## src/spgr_pkg.sv

```systemverilog
// constants for the sensor power, reset and gain register bank
package spgr_pkg;
  localparam int unsigned        ADDR_W          = 8;
  localparam int unsigned        DATA_W          = 8;
  localparam int unsigned        GAIN_W          = 6;
  // register offsets
  localparam logic [7:0]         PWR_CFG_OFS     = 8'h0C;
  localparam logic [7:0]         RST_CTL_OFS     = 8'h0E;
  localparam logic [7:0]         GAIN_A_OFS      = 8'h10;
  // power configuration fields
  localparam int unsigned        PWR_EXT_BIAS_BIT = 3;
  localparam int unsigned        PWR_STANDBY_BIT  = 0;
  localparam logic [7:0]         PWR_CFG_RST      = 8'h00;
  // reset control fields
  localparam int unsigned        RST_FRONT_BIT   = 4;
  localparam int unsigned        RST_POST_BIT    = 3;
  localparam int unsigned        RST_PORT_BIT    = 2;
  localparam int unsigned        RST_STATE_BIT   = 1;
  localparam int unsigned        RST_SOFT_BIT    = 0;
  localparam logic [4:0]         RST_CTL_RST     = 5'h00;
  // exposure gain a and gain b
  localparam logic [5:0]         GAIN_A_RST      = 6'h0E;
  localparam logic [5:0]         GAIN_B_RST      = 6'h0E;
  // gain mode codes as presented by the gain mode register
  typedef enum logic [1:0] {
    SPGR_MODE_RAW  = 2'b00,
    SPGR_MODE_LINEAR_ONE_GAIN_MODE = 2'b01,
    SPGR_MODE_COMBINED_LINEAR_GAIN_MODE = 2'b10
  } spgr_mode_type;
endpackage

```

## src/spgr_regs.sv

```systemverilog
// power configuration, reset control and exposure gain a registers
`timescale 1ns/1ps
`default_nettype none

// Summary of operation
// RQ1 - power bit 3 selects external bias resistor when 1, internal when 0; reset 0.
// RQ2 - power bit 0 written 1 enters soft standby; 0 leaves it; reset 0.
// RQ3 - register port keeps accepting writes to every register during standby.
// RQ4 - leaving standby keeps all registers; first frame afterwards uses them.
// RQ5 - front, post, port or state reset bits return internal state to initial values.
// RQ6 - partial resets leave all user programmable registers untouched.
// RQ7 - reset bit 3 resets non-programmable post converter registers while set.
// RQ8 - reset bit 1 resets state machines and internal registers, keeps programmed values.
// RQ9 - reset bit 0 returns every register, internal and programmable, to default; code spares reset control and the read data register.
// RQ10 - host writes zero to reset control to leave reset; bits never self clear.
// RQ11 - gain a holds six bit code in bits 5..0, reset 001110; bits 7..6 unused.
// RQ12 - gain range of gain a code depends on the gain mode register.
// RQ13 - raw or linear-one mode: gain a and gain b drive two separate stages.
// RQ14 - combined linear mode: gain a code programs both stages as one stage.
// RQ15 - host raises gain b only after gain a reached its maximum code.
// RQ16 - combined linear mode steps average 0.11119 gain; single steps may deviate.
// RQ17 - host writes factory and unused bits as zero, ignores their read-back.
module spgr_regs (
  input  wire logic                          CLK_I,
  input  wire logic                          RST_N_I,
  input  wire logic [spgr_pkg::ADDR_W-1:0]   REG_ADDR_I,
  input  wire logic [spgr_pkg::DATA_W-1:0]   REG_WDATA_I,
  input  wire logic                          REG_WR_I,
  input  wire logic                          REG_RD_I,
  output logic      [spgr_pkg::DATA_W-1:0]   REG_RDATA_O,
  input  wire logic [1:0]                    GAIN_MODE_I,
  input  wire logic [spgr_pkg::GAIN_W-1:0]   GAIN_B_CODE_I,
  input  wire logic                          FRAME_START_I,
  output logic                               EXT_BIAS_SEL_O,
  output logic                               STANDBY_O,
  output logic                               FRONT_CONV_RST_O,
  output logic                               POST_CONV_RST_O,
  output logic                               SENSOR_PORT_RST_O,
  output logic                               STATE_RST_O,
  output logic                               SOFT_RST_O,
  output logic                               INTERNAL_RST_O,
  output logic      [spgr_pkg::GAIN_W-1:0]   STAGE_A_CODE_O,
  output logic      [spgr_pkg::GAIN_W-1:0]   STAGE_B_CODE_O
);

  function automatic logic hit(input logic [7:0] addr, input logic [7:0] ofs);
    hit = (addr == ofs);
  endfunction

  logic       ext_bias_r;
  logic       ext_bias_nxt;
  logic       standby_r;
  logic       standby_nxt;
  logic [4:0] rst_ctl_r;
  logic [4:0] rst_ctl_nxt;
  logic [5:0] gain_a_r;
  logic [5:0] gain_a_nxt;
  logic [5:0] stage_a_r;
  logic [5:0] stage_a_nxt;
  logic [5:0] stage_b_r;
  logic [5:0] stage_b_nxt;
  logic [7:0] rdata_r;
  logic [7:0] rdata_nxt;
  logic       wr_pwr;
  logic       wr_rst;
  logic       wr_gain;
  logic       soft_rst;
  logic       partial_rst;
  spgr_pkg::spgr_mode_type mode;

  assign mode        = spgr_pkg::spgr_mode_type'(GAIN_MODE_I);
  assign wr_pwr      = REG_WR_I && hit(REG_ADDR_I, spgr_pkg::PWR_CFG_OFS);
  assign wr_rst      = REG_WR_I && hit(REG_ADDR_I, spgr_pkg::RST_CTL_OFS);
  assign wr_gain     = REG_WR_I && hit(REG_ADDR_I, spgr_pkg::GAIN_A_OFS);
  assign soft_rst    = rst_ctl_r[spgr_pkg::RST_SOFT_BIT];
  assign partial_rst = |rst_ctl_r[spgr_pkg::RST_FRONT_BIT:spgr_pkg::RST_STATE_BIT];

  // user programmable registers; writes stay open in standby
  always_comb begin
    ext_bias_nxt = ext_bias_r;
    standby_nxt  = standby_r;
    rst_ctl_nxt  = rst_ctl_r;
    gain_a_nxt   = gain_a_r;
    if (wr_pwr) begin // RQ3
      ext_bias_nxt = REG_WDATA_I[spgr_pkg::PWR_EXT_BIAS_BIT]; // RQ1
      standby_nxt  = REG_WDATA_I[spgr_pkg::PWR_STANDBY_BIT]; // RQ2
    end
    if (wr_gain) begin
      gain_a_nxt = REG_WDATA_I[5:0]; // RQ11
    end
    // bits are held until the host writes them back; never self clearing
    if (wr_rst) begin // RQ10
      rst_ctl_nxt = REG_WDATA_I[4:0];
    end
    // soft reset forces defaults but spares reset control, else it would self clear
    if (soft_rst) begin // RQ9 RQ6
      ext_bias_nxt = spgr_pkg::PWR_CFG_RST[spgr_pkg::PWR_EXT_BIAS_BIT];
      standby_nxt  = spgr_pkg::PWR_CFG_RST[spgr_pkg::PWR_STANDBY_BIT];
      gain_a_nxt   = spgr_pkg::GAIN_A_RST;
    end
  end

  always_ff @(posedge CLK_I) begin
    if (!RST_N_I) begin
      ext_bias_r <= spgr_pkg::PWR_CFG_RST[spgr_pkg::PWR_EXT_BIAS_BIT];
      standby_r  <= spgr_pkg::PWR_CFG_RST[spgr_pkg::PWR_STANDBY_BIT];
      rst_ctl_r  <= spgr_pkg::RST_CTL_RST;
      gain_a_r   <= spgr_pkg::GAIN_A_RST;
    end else begin
      ext_bias_r <= ext_bias_nxt;
      standby_r  <= standby_nxt;
      rst_ctl_r  <= rst_ctl_nxt;
      gain_a_r   <= gain_a_nxt;
    end
  end

  // internal stage codes, loaded from gain only at frame start (internal resets force defaults) so a frame never sees a half update
  always_comb begin
    stage_a_nxt = stage_a_r;
    stage_b_nxt = stage_b_r;
    if (partial_rst || soft_rst) begin // RQ5 RQ7 RQ8
      stage_a_nxt = spgr_pkg::GAIN_A_RST;
      stage_b_nxt = spgr_pkg::GAIN_B_RST;
    end else if (FRAME_START_I && !standby_r) begin // RQ4
      unique case (mode) // RQ12
        spgr_pkg::SPGR_MODE_RAW,
        spgr_pkg::SPGR_MODE_LINEAR_ONE_GAIN_MODE: begin
          stage_a_nxt = gain_a_r; // RQ13
          stage_b_nxt = GAIN_B_CODE_I;
        end
        spgr_pkg::SPGR_MODE_COMBINED_LINEAR_GAIN_MODE: begin
          // one code drives both stages; step size averages out, not uniform
          stage_a_nxt = gain_a_r; // RQ14 RQ16
          stage_b_nxt = gain_a_r;
        end
        // code 11 is the no-update code from the mode register; stages keep their value
        default: begin
          stage_a_nxt = stage_a_r;
          stage_b_nxt = stage_b_r;
        end
      endcase
    end
  end

  always_ff @(posedge CLK_I) begin
    if (!RST_N_I) begin
      stage_a_r <= spgr_pkg::GAIN_A_RST;
      stage_b_r <= spgr_pkg::GAIN_B_RST;
    end else begin
      stage_a_r <= stage_a_nxt;
      stage_b_r <= stage_b_nxt;
    end
  end

  // read-back; factory and unused bits read as zero
  always_comb begin
    rdata_nxt = rdata_r;
    if (REG_RD_I) begin
      rdata_nxt = 8'h00;
      if (hit(REG_ADDR_I, spgr_pkg::PWR_CFG_OFS)) begin
        rdata_nxt[spgr_pkg::PWR_EXT_BIAS_BIT] = ext_bias_r;
        rdata_nxt[spgr_pkg::PWR_STANDBY_BIT]  = standby_r;
      end else if (hit(REG_ADDR_I, spgr_pkg::RST_CTL_OFS)) begin
        rdata_nxt[4:0] = rst_ctl_r;
      end else if (hit(REG_ADDR_I, spgr_pkg::GAIN_A_OFS)) begin
        rdata_nxt[5:0] = gain_a_r; // RQ11
      end
    end
  end

  always_ff @(posedge CLK_I) begin
    if (!RST_N_I) begin
      rdata_r <= 8'h00;
    end else begin
      rdata_r <= rdata_nxt;
    end
  end

  assign REG_RDATA_O       = rdata_r;
  assign EXT_BIAS_SEL_O    = ext_bias_r;
  assign STANDBY_O         = standby_r;
  assign FRONT_CONV_RST_O  = rst_ctl_r[spgr_pkg::RST_FRONT_BIT];
  assign POST_CONV_RST_O   = rst_ctl_r[spgr_pkg::RST_POST_BIT];
  assign SENSOR_PORT_RST_O = rst_ctl_r[spgr_pkg::RST_PORT_BIT];
  assign STATE_RST_O       = rst_ctl_r[spgr_pkg::RST_STATE_BIT];
  assign SOFT_RST_O        = soft_rst;
  assign INTERNAL_RST_O    = partial_rst || soft_rst; // RQ5
  assign STAGE_A_CODE_O    = stage_a_r;
  assign STAGE_B_CODE_O    = stage_b_r;
endmodule

`default_nettype wire

```

## config.mk

```make
export PLATFORM = sky130hd
export DESIGN_NAME = spgr_regs
export DESIGN_NICKNAME = d
export VERILOG_FILES = /design/src/spgr_pkg.sv /design/src/spgr_regs.sv
export SDC_FILE = /design/constraint.sdc
export NUM_CORES = 1
export LEC_CHECK = 0
export BUFFER_PORTS_ARGS = -buffer_cell sky130_fd_sc_hd__buf_2
export CAP_MARGIN = 5
export CORE_MARGIN = 2
export CORE_UTILIZATION = 51
export CTS_CLUSTER_SIZE = 40
export DETAILED_ROUTE_END_ITERATION = 10
export PLACE_DENSITY = 0.79
export SYNTH_ARGS = -nofsm -noshare
export SYNTH_HDL_FRONTEND = slang
export SYNTH_SLANG_ARGS = --single-unit
```

## constraint.sdc

```tcl
create_clock -name CLK_I -period 3.4 [get_ports CLK_I]
set_input_delay 0.17 -clock CLK_I [delete_from_list [all_inputs] [get_ports CLK_I]]
set_output_delay 0.17 -clock CLK_I [all_outputs]
set_load 0.03 [all_outputs]
```

* Word-level counts from Yosys, hierarchy flattened
Index checks and enable logic that the tools add are counted.
** Cells by class
- Equality and inequality tests :: 5
- Mux-type cells :: 8
- Bitwise logic cells :: 1
- Reductions and logical operators :: 15
** Operators with widths (number)
- $eq A8 B4 Y1 const B :: 2
- $pmux W6 S2 :: 1
- $eq A8 B5 Y1 const B :: 1
- $mux W6 :: 1
- $reduce_or A2 Y1 :: 3
- $mux W5 :: 1
- $logic_and A1 B1 Y1 :: 4
- $mux W2 :: 2
- $reduce_and A2 Y1 :: 2
- $reduce_or A4 Y1 :: 1
- $mux W1 :: 3
- $reduce_or A3 Y1 :: 1
- $eq A2 B1 Y1 const B :: 1
- $eq A2 B2 Y1 const B :: 1
- $logic_not A2 Y1 :: 1
- $reduce_bool A2 Y1 :: 1
- $logic_not A1 Y1 :: 1
- $logic_or A1 B1 Y1 :: 1
- $not A1 Y1 :: 1
** Storage, ports and cells
- Flip-flop bits (word level) :: 31
- Bits of input ports :: 29
- Output and inout bits :: 28
- Word-level logic and storage cells :: 36

* Logic depth before layout (Yosys ltp)
Gate-level depths: netlist (run 1).
- Depth after elaboration :: 4
- Depth in mapped cells :: 6
- Gate-level depth less buffers :: 4

* Worst setup path after synthesis (run 1)
No wires, ideal clock.
- Path kind :: register -> register
- Start point :: register rst_ctl_r[1]
- End point :: register stage_b_r[1] (netlist: STAGE_B_CODE_O[1])
- Setup time :: 0.125 ns
- Arrival :: 1.412 ns
- Data required time :: 3.275 ns
- Path slack :: 1.863 ns
- Stages on the path, launching flop included :: 6
- Path buffers :: 1
- Period minus slack after synthesis :: 1.537 ns
- Path through :: dfxtp_1 or4_4 nor2_4 and2_4 buf_8 o211ai_2
** Between the ends
- Word-level cells in the longest chain between the ends :: 3
** Ends and longest elaborated chain
- start, declared :: RTL line spgr_regs.sv:54 : logic [4:0] rst_ctl_r;
- start signal, assigned :: RTL line spgr_regs.sv:107 : rst_ctl_r <= spgr_pkg::RST_CTL_RST;
- start signal, assigned :: RTL line spgr_regs.sv:112 : rst_ctl_r <= rst_ctl_nxt;
- $reduce_or A4 Y1 :: RTL line spgr_regs.sv:76 : assign partial_rst = |rst_ctl_r[spgr_pkg::RST_FRONT_BIT:spgr_pkg::RST_STATE_BIT];
- $logic_or A1 B1 Y1 :: RTL line spgr_regs.sv:121 : if (partial_rst || soft_rst) begin
- $reduce_or A2 Y1 (no line)
- end signal, assigned :: RTL line spgr_regs.sv:148 : stage_b_r <= spgr_pkg::GAIN_B_RST;
- end signal, assigned :: RTL line spgr_regs.sv:151 : stage_b_r <= stage_b_nxt;
- end, declared :: RTL line spgr_regs.sv:60 : logic [5:0] stage_b_r;
No other way between the ends.
A chain may end at the register's enable or synchronous reset.

* Final worst setup path (run 1)
- Start point :: register rst_ctl_r[1]
- End point :: output port INTERNAL_RST_O
** Between the ends
- Word-level cells in the longest chain between the ends :: 2
** Ends and longest elaborated chain
- $reduce_or A4 Y1 :: RTL line spgr_regs.sv:76
- $logic_or A1 B1 Y1 :: RTL line spgr_regs.sv:187 : assign INTERNAL_RST_O = partial_rst || soft_rst;
- end, declared :: RTL line spgr_regs.sv:41 : output logic INTERNAL_RST_O,
No other way between the ends.

==> flow_metrics.tcl, run 1 <==
set metrics [dict create \
    synth-seq-cells 31 \
    maxSlewViolCount 0 \
    cts_tree "yes" \
    final_cell_area_sq_um 1750 \
    hold_viol_final 0 \
    fmaxAchievable_ghz 0.572 \
    power.leakage_nw 0.802 \
    syn_inst 164 \
    syn_area_sq_um 1450 \
    netlist_top_cells_count "nand2_1 (34), dfxtp_1 (31), nand3_1 (18)" \
    worst_slew_pin_slew_ns 0.521 \
    synth_area_leaders "dfxtp_1 (43%), nand2_1 (8.8%), nand3_1 (6.2%), mux2i_1 (4.1%), a21boi_1 (3.1%)" \
    clkLatencyLatePin_ns 0.32 \
    crit_slowest_cell "or4_4" \
    fp.dieH_microns 57.3 \
    grt_antenna_before_repair 0 \
    vias 1336 \
    critPathMaxFanout 4 \
    clk_pin_slew_ns 0.09 \
    cts_hold_buf 0 \
    fin_cells 244 \
    regArea_sq_um 621 \
    gr-usage-met3_pct 6.80 \
    drive_gt1_share_pct 34.3 \
    status "finished clean" \
    cts_resized 0 \
    grtUsageMet2_pct 32.7 \
    whs_path_depth 3 \
    hp-class "in -> reg" \
    placedCellCount 236 \
    crit_cells 4 \
    gp_congestion 0.788 \
    first_global_vias 1159 \
    cts_root_buf "clkbuf_4" \
    fin_ws_ns 1.65 \
    crit_type "reg -> out" \
    synth_area_per_cell_sq_um 8.83 \
    clkSinkCount 31 \
    setup_tns_ns 0 \
    slowest_delay_ns 0.55 \
    clock_skew_ns 0.00819 \
    grt_use_total_pct 20.6 \
    synth_cell_types 36 \
    r2r_cells 4 \
    routedWlPerCell_microns 13.0 \
    grt_overflow 0 \
    yosys_warnings 0 \
    crit_required_ns 3.23 \
    port_buffers 52 \
    dr.first_iter.drc_count 40 \
    ir_drop_v 0.000321 \
    firstDrtPassIters 4 \
    start_util_pct 53.0 \
    drt_wl_total_microns 3180 \
    endpoint_kind "output pin" \
    ys_seq_area_share_pct 42.9 \
    finalSetupViolations 0 \
    synthToLayoutAreaGrowth_pct 20.6 \
    drc 0 \
    cap_violations 0 \
    cts_buffers 5 \
    p_per_area_nw_per_um2 406 \
    htree_levels 2 \
    clockBufferDepth 2 \
    timing.hold.ws_ns 0.0894 \
    fin_nets 241 \
    fin_crit_ns 1.75 \
    worstPathCellList "or4_4, nor2_4, inv_1, buf_2" \
    place_area_sq_um 1680 \
    num_io_pins 57 \
    fin_crit_sh_pct 51.4 \
    arrival_ns 1.58 \
    critPathTopFamily "simple AND/OR/NAND/NOR gates" \
    multi_input_area_sq_um 746 \
    antenna_left 0 \
    dp_slack_ns 1.95 \
    fillers 248 \
    grt_max_degree 15 \
    hpwlAfterDp_microns 2520 \
    synthArstFlopShare_pct 0 \
    yosys.area.top_type "dfxtp_1" \
    met1_usage_pct 25.7 \
    die_area_sq_um 3280 \
    cts_setup_buffers 0 \
    grt.busiest_layer "met2" \
    synth_edf_count 0 \
    rows 19 \
    viasPerCell 5.48 \
    diodes 0 \
    synth_top_area_share_pct 42.9 \
    finish.utilization_pct 63.8 \
    start_kind "flop" \
    ys.flop_type "dfxtp_1" \
    fp.coreArea_sq_um 2730 \
    synth_most_common_cell "nand2_1" \
    crit_buf_inv 2 \
    grt_pass1_wl_microns 5130 \
    rsz0062_at_grt "false" \
    die_x_microns 57.3 \
    p_total_uw 709 \
    slew-limit-headroom_pct 65.1 \
]
-- cell usage in the layout (no fill, tap or decap), types with 2 or more instances in the layout --
cell type / Yosys / routed
nor2_1: 3 / 3
buf_2: 2 / 52
o211ai_2: 3 / 3
a21boi_1: 6 / 6
a22oi_1: 5 / 5
a211oi_1: 3 / 3
inv_1: 3 / 3
o21ai_1: 3 / 3
dfxtp_1: 31 / 31
nand2b_1: 3 / 3
mux2_2: 2 / 2
o22ai_1: 2 / 2
clkbuf_8: 0 / 2
nand2_1: 34 / 34
and2_1: 3 / 3
conb_1: 1 / 2
a21oi_1: 6 / 6
nand3_2: 3 / 3
and3b_1: 2 / 2
mux2i_1: 6 / 6
o21ai_0: 2 / 2
nor2b_1: 2 / 2
nand3_1: 18 / 18
clkbuf_4: 0 / 5
-- worst register-to-register path: stages (launching register included) --
cell	delay (ns)
dfxtp_1	0.35
or4_4	0.55
nor2_4	0.13
and2_4	0.21
o211ai_2	0.09
-- final timing paths --
| check | from | endpoint | slack, ns |
|---|---|---|---|
| worst max-delay path | rst_ctl_r[1] | INTERNAL_RST_O | 1.65 |
| worst min register to register | REG_RDATA_O[2] | REG_RDATA_O[2] | 0.45 |
| worst max register to register | rst_ctl_r[1] | STAGE_B_CODE_O[1] | 1.95 |
| worst min-delay path | REG_WDATA_I[5] | gain_a_r[5] | 0.09 |
-- per-layer routing --
layer | routed length, microns | vias up
li1 | - | 669
met1 | 1390 | 601
met2 | 1470 | 60
met3 | 268 | 6
met4 | 45 | 0
met5 | 0 | -
-- sequential cells by signal, indices dropped and copies added (netlist names) --
name            cells
REG_RDATA_O         6
STAGE_A_CODE_O      6
STAGE_B_CODE_O      6
gain_a_r            6
rst_ctl_r           5
EXT_BIAS_SEL_O      1
STANDBY_O           1
-- power by group --
part	leakage, nW	switching [mW]	internal (mW)
Clock	0.0386	0.119	0.122
Combinational	0.511	0.0600	0.0333
Sequential	0.252	0.00363	0.371
-- layout make-up --
type,instances,area share (%)
inverters,3,0.645
clock buffers,8,3.94
flip-flops and latches,31,35.6
well taps,31,2.22
repair buffers,52,14.9
multi-input cells,119,42.7
-- logic make-up after synthesis --
logic type / Yosys count / synth area share (%)
AND/OR/NAND/NOR: 78 / 30.3
multiplexers: 8 / 5.70
flip-flops: 31 / 42.9
buffers and inverters: 15 / 5.88
AO/OA/AOI/OAI: 31 / 15.0
other: 1 / 0.259
Power figures use the tool's default switching activity.
==> inputs of run 2 (changes only) <==
--- a/config.mk
+++ b/config.mk
@@ -8,10 +8,10 @@
 export BUFFER_PORTS_ARGS = -buffer_cell sky130_fd_sc_hd__buf_2
 export CAP_MARGIN = 5
 export CORE_MARGIN = 2
-export CORE_UTILIZATION = 51
+export CORE_UTILIZATION = 47
 export CTS_CLUSTER_SIZE = 40
 export DETAILED_ROUTE_END_ITERATION = 10
-export PLACE_DENSITY = 0.79
+export PLACE_DENSITY = 0.74
 export SYNTH_ARGS = -nofsm -noshare
 export SYNTH_HDL_FRONTEND = slang
 export SYNTH_SLANG_ARGS = --single-unit
==> constraint.sdc (replaced) <==
create_clock -name CLK_I -period 1.7 [get_ports CLK_I]
set_input_delay 0.085 -clock CLK_I [delete_from_list [all_inputs] [get_ports CLK_I]]
set_output_delay 0.085 -clock CLK_I [all_outputs]
set_load 0.03 [all_outputs]
==> run 2 against run 1 <==
  * Total power rose by 100%
  * Die area grew 7.9%
  * Global-route usage fell by 0.18 points
  * Sequential power increased by 100%
  * Critical endpoint unchanged
  * Sequential share of layout area down 1.1 points
  * Core utilization is 3.6 points lower
  * Combinational power is 110% higher
==> flow_metrics.tcl, run 2 (same netlist as run 1, synthesis figures left out) <==
set metrics [dict create \
    status "finished clean" \
    placedCellCount 238 \
    drc 0 \
    port_buffers 52 \
    fin_cells 252 \
    routedWlPerCell_microns 12.7 \
    grt_overflow 0 \
    drt_wl_total_microns 3200 \
    fp.coreArea_sq_um 3000 \
    viasPerCell 5.25 \
    gp_congestion 0.777 \
    clkSinkCount 31 \
    clock_skew_ns 0.0131 \
    final_cell_mix "buf_2 (51), nand2_1 (34), dfxtp_1 (29)" \
    fin_nets 247 \
    hp-class "in -> reg" \
    cts_tree "yes" \
    top_layer_used "met4" \
    grt_max_degree 15 \
    grt_antenna_before_repair 0 \
    cap_violations 0 \
    wl_met2_microns 1390 \
    fin_crit_ns 1.66 \
    p_total_mw 1.45 \
    num_io_pins 57 \
    grt_pass1_wl_microns 5290 \
    start_kind "flop" \
    arrival_ns 1.58 \
    fillers 291 \
    diodes 0 \
    critPathMaxFanout 4 \
    cts_root_buf "clkbuf_4" \
    die_area_sq_um 3540 \
    clk_pin_slew_ns 0.09 \
    worst_slew_pin_slew_ns 0.514 \
    vias 1323 \
    fin_crit_sh_pct 97.9 \
    fmaxAchievable_ghz 0.601 \
    htree_levels 2 \
    hold_viol_final 0 \
    crit_type "reg -> out" \
    wl_met3_microns 225 \
    first_global_vias 1183 \
    endpoint_kind "output pin" \
    rows 20 \
    cts_buffers 5 \
    fp.dieH_microns 59.5 \
    start_util_pct 48.2 \
    grt_use_total_pct 20.4 \
    synthToLayoutAreaGrowth_pct 24.9 \
    slew-limit-headroom_pct 65.7 \
    clockBufferDepth 2 \
    final_common_cell "buf_2" \
    crit_required_ns 1.62 \
    dr.first_iter.drc_count 33 \
    hpwlAfterDp_microns 2370 \
    clkLatencyLatePin_ns 0.35 \
    power.leakage_nw 0.829 \
    p_per_area_nw_per_um2 799 \
    die_x_microns 59.5 \
    antenna_left 0 \
    maxSlewViolCount 0 \
    ir_drop_v 0.000511 \
    finalSetupViolations 0 \
    wl_met1_microns 1500 \
    firstDrtPassIters 4 \
    drive_gt1_share_pct 35.2 \
]
==> run 2: cell count changes in the layout (fill, tap and decap cells not counted) <==
cell / delta
buf_4: +3
dlygate4sd3_1: +4
dfxtp_2: +2
dfxtp_1: -2
buf_2: -1
==> run 2: path summary, 6_finish.rpt <==
check | from | to | slack (ns) | cells past startpoint
setup / recovery | rst_ctl_r[2] | INTERNAL_RST_O | 0.04 | 4
hold / removal | REG_WDATA_I[2] | rst_ctl_r[2] | 0.006 | 3
setup reg to reg | rst_ctl_r[2] | STAGE_B_CODE_O[4] | 0.21 | 5
hold reg to reg | REG_RDATA_O[4] | REG_RDATA_O[4] | 0.46 | 2
==> run 2: what timing repair did <==
item	in CTS	in global routing
hold endpoints to repair	6	0
setup endpoints to repair	0	1
hold buffers	4	0
buffers inserted	0	2
resized for setup	0	4
==> run 2: worst max-delay path, stage by stage (launching register included) <==
cell,delay (ns)
dfxtp_2,0.35
or4_4,0.52
nor2_4,0.14
inv_1,0.06
buf_4,0.16
==> run 2: routing by layer <==
metal | vias up | track usage [%]
li1 | 673 | -
met1 | 591 | 27.2
met2 | 51 | 29.5
met3 | 8 | 5.02
met4 | 0 | 12.4
met5 | - | 0
==> run 2: where the power goes <==
group / switching, mW / internal [mW] / leakage (nW)
clock network: 0.260 / 0.243 / 0.0386
logic: 0.120 / 0.0730 / 0.538
registers: 0.00702 / 0.742 / 0.253
==> run 2: final cells by class <==
cell class	count	area, sq um	share of cell area, %
well taps	33	41.3	2.28
inverters	3	11.3	0.623
multi-input cells	119	746	41.2
repair buffers	58	318	17.6
flip-flops and latches	31	623	34.5
clock buffers	8	68.8	3.81
==> run 2: stage by stage <==
stage / setup TNS (ns) / area, sq um / hold slack [ns] / util, % / setup slack (ns)
6_report: 0 / 1810 / 0.00558 / 60.2 / 0.0361
5_1_grt: -0.0171 / 1810 / 0.0140 / 60.2 / -0.0171
4_1_cts: 0 / 1790 / 0.000539 / 59.5 / 0.0170
3_5_place_dp: 0 / 1680 / 0.360 / 55.9 / 0.276
3_3_place_gp: 0 / 1680 / 0.352 / 55.9 / 0.289
2_1_floorplan: 0 / 1450 / 0.225 / - / 0.163
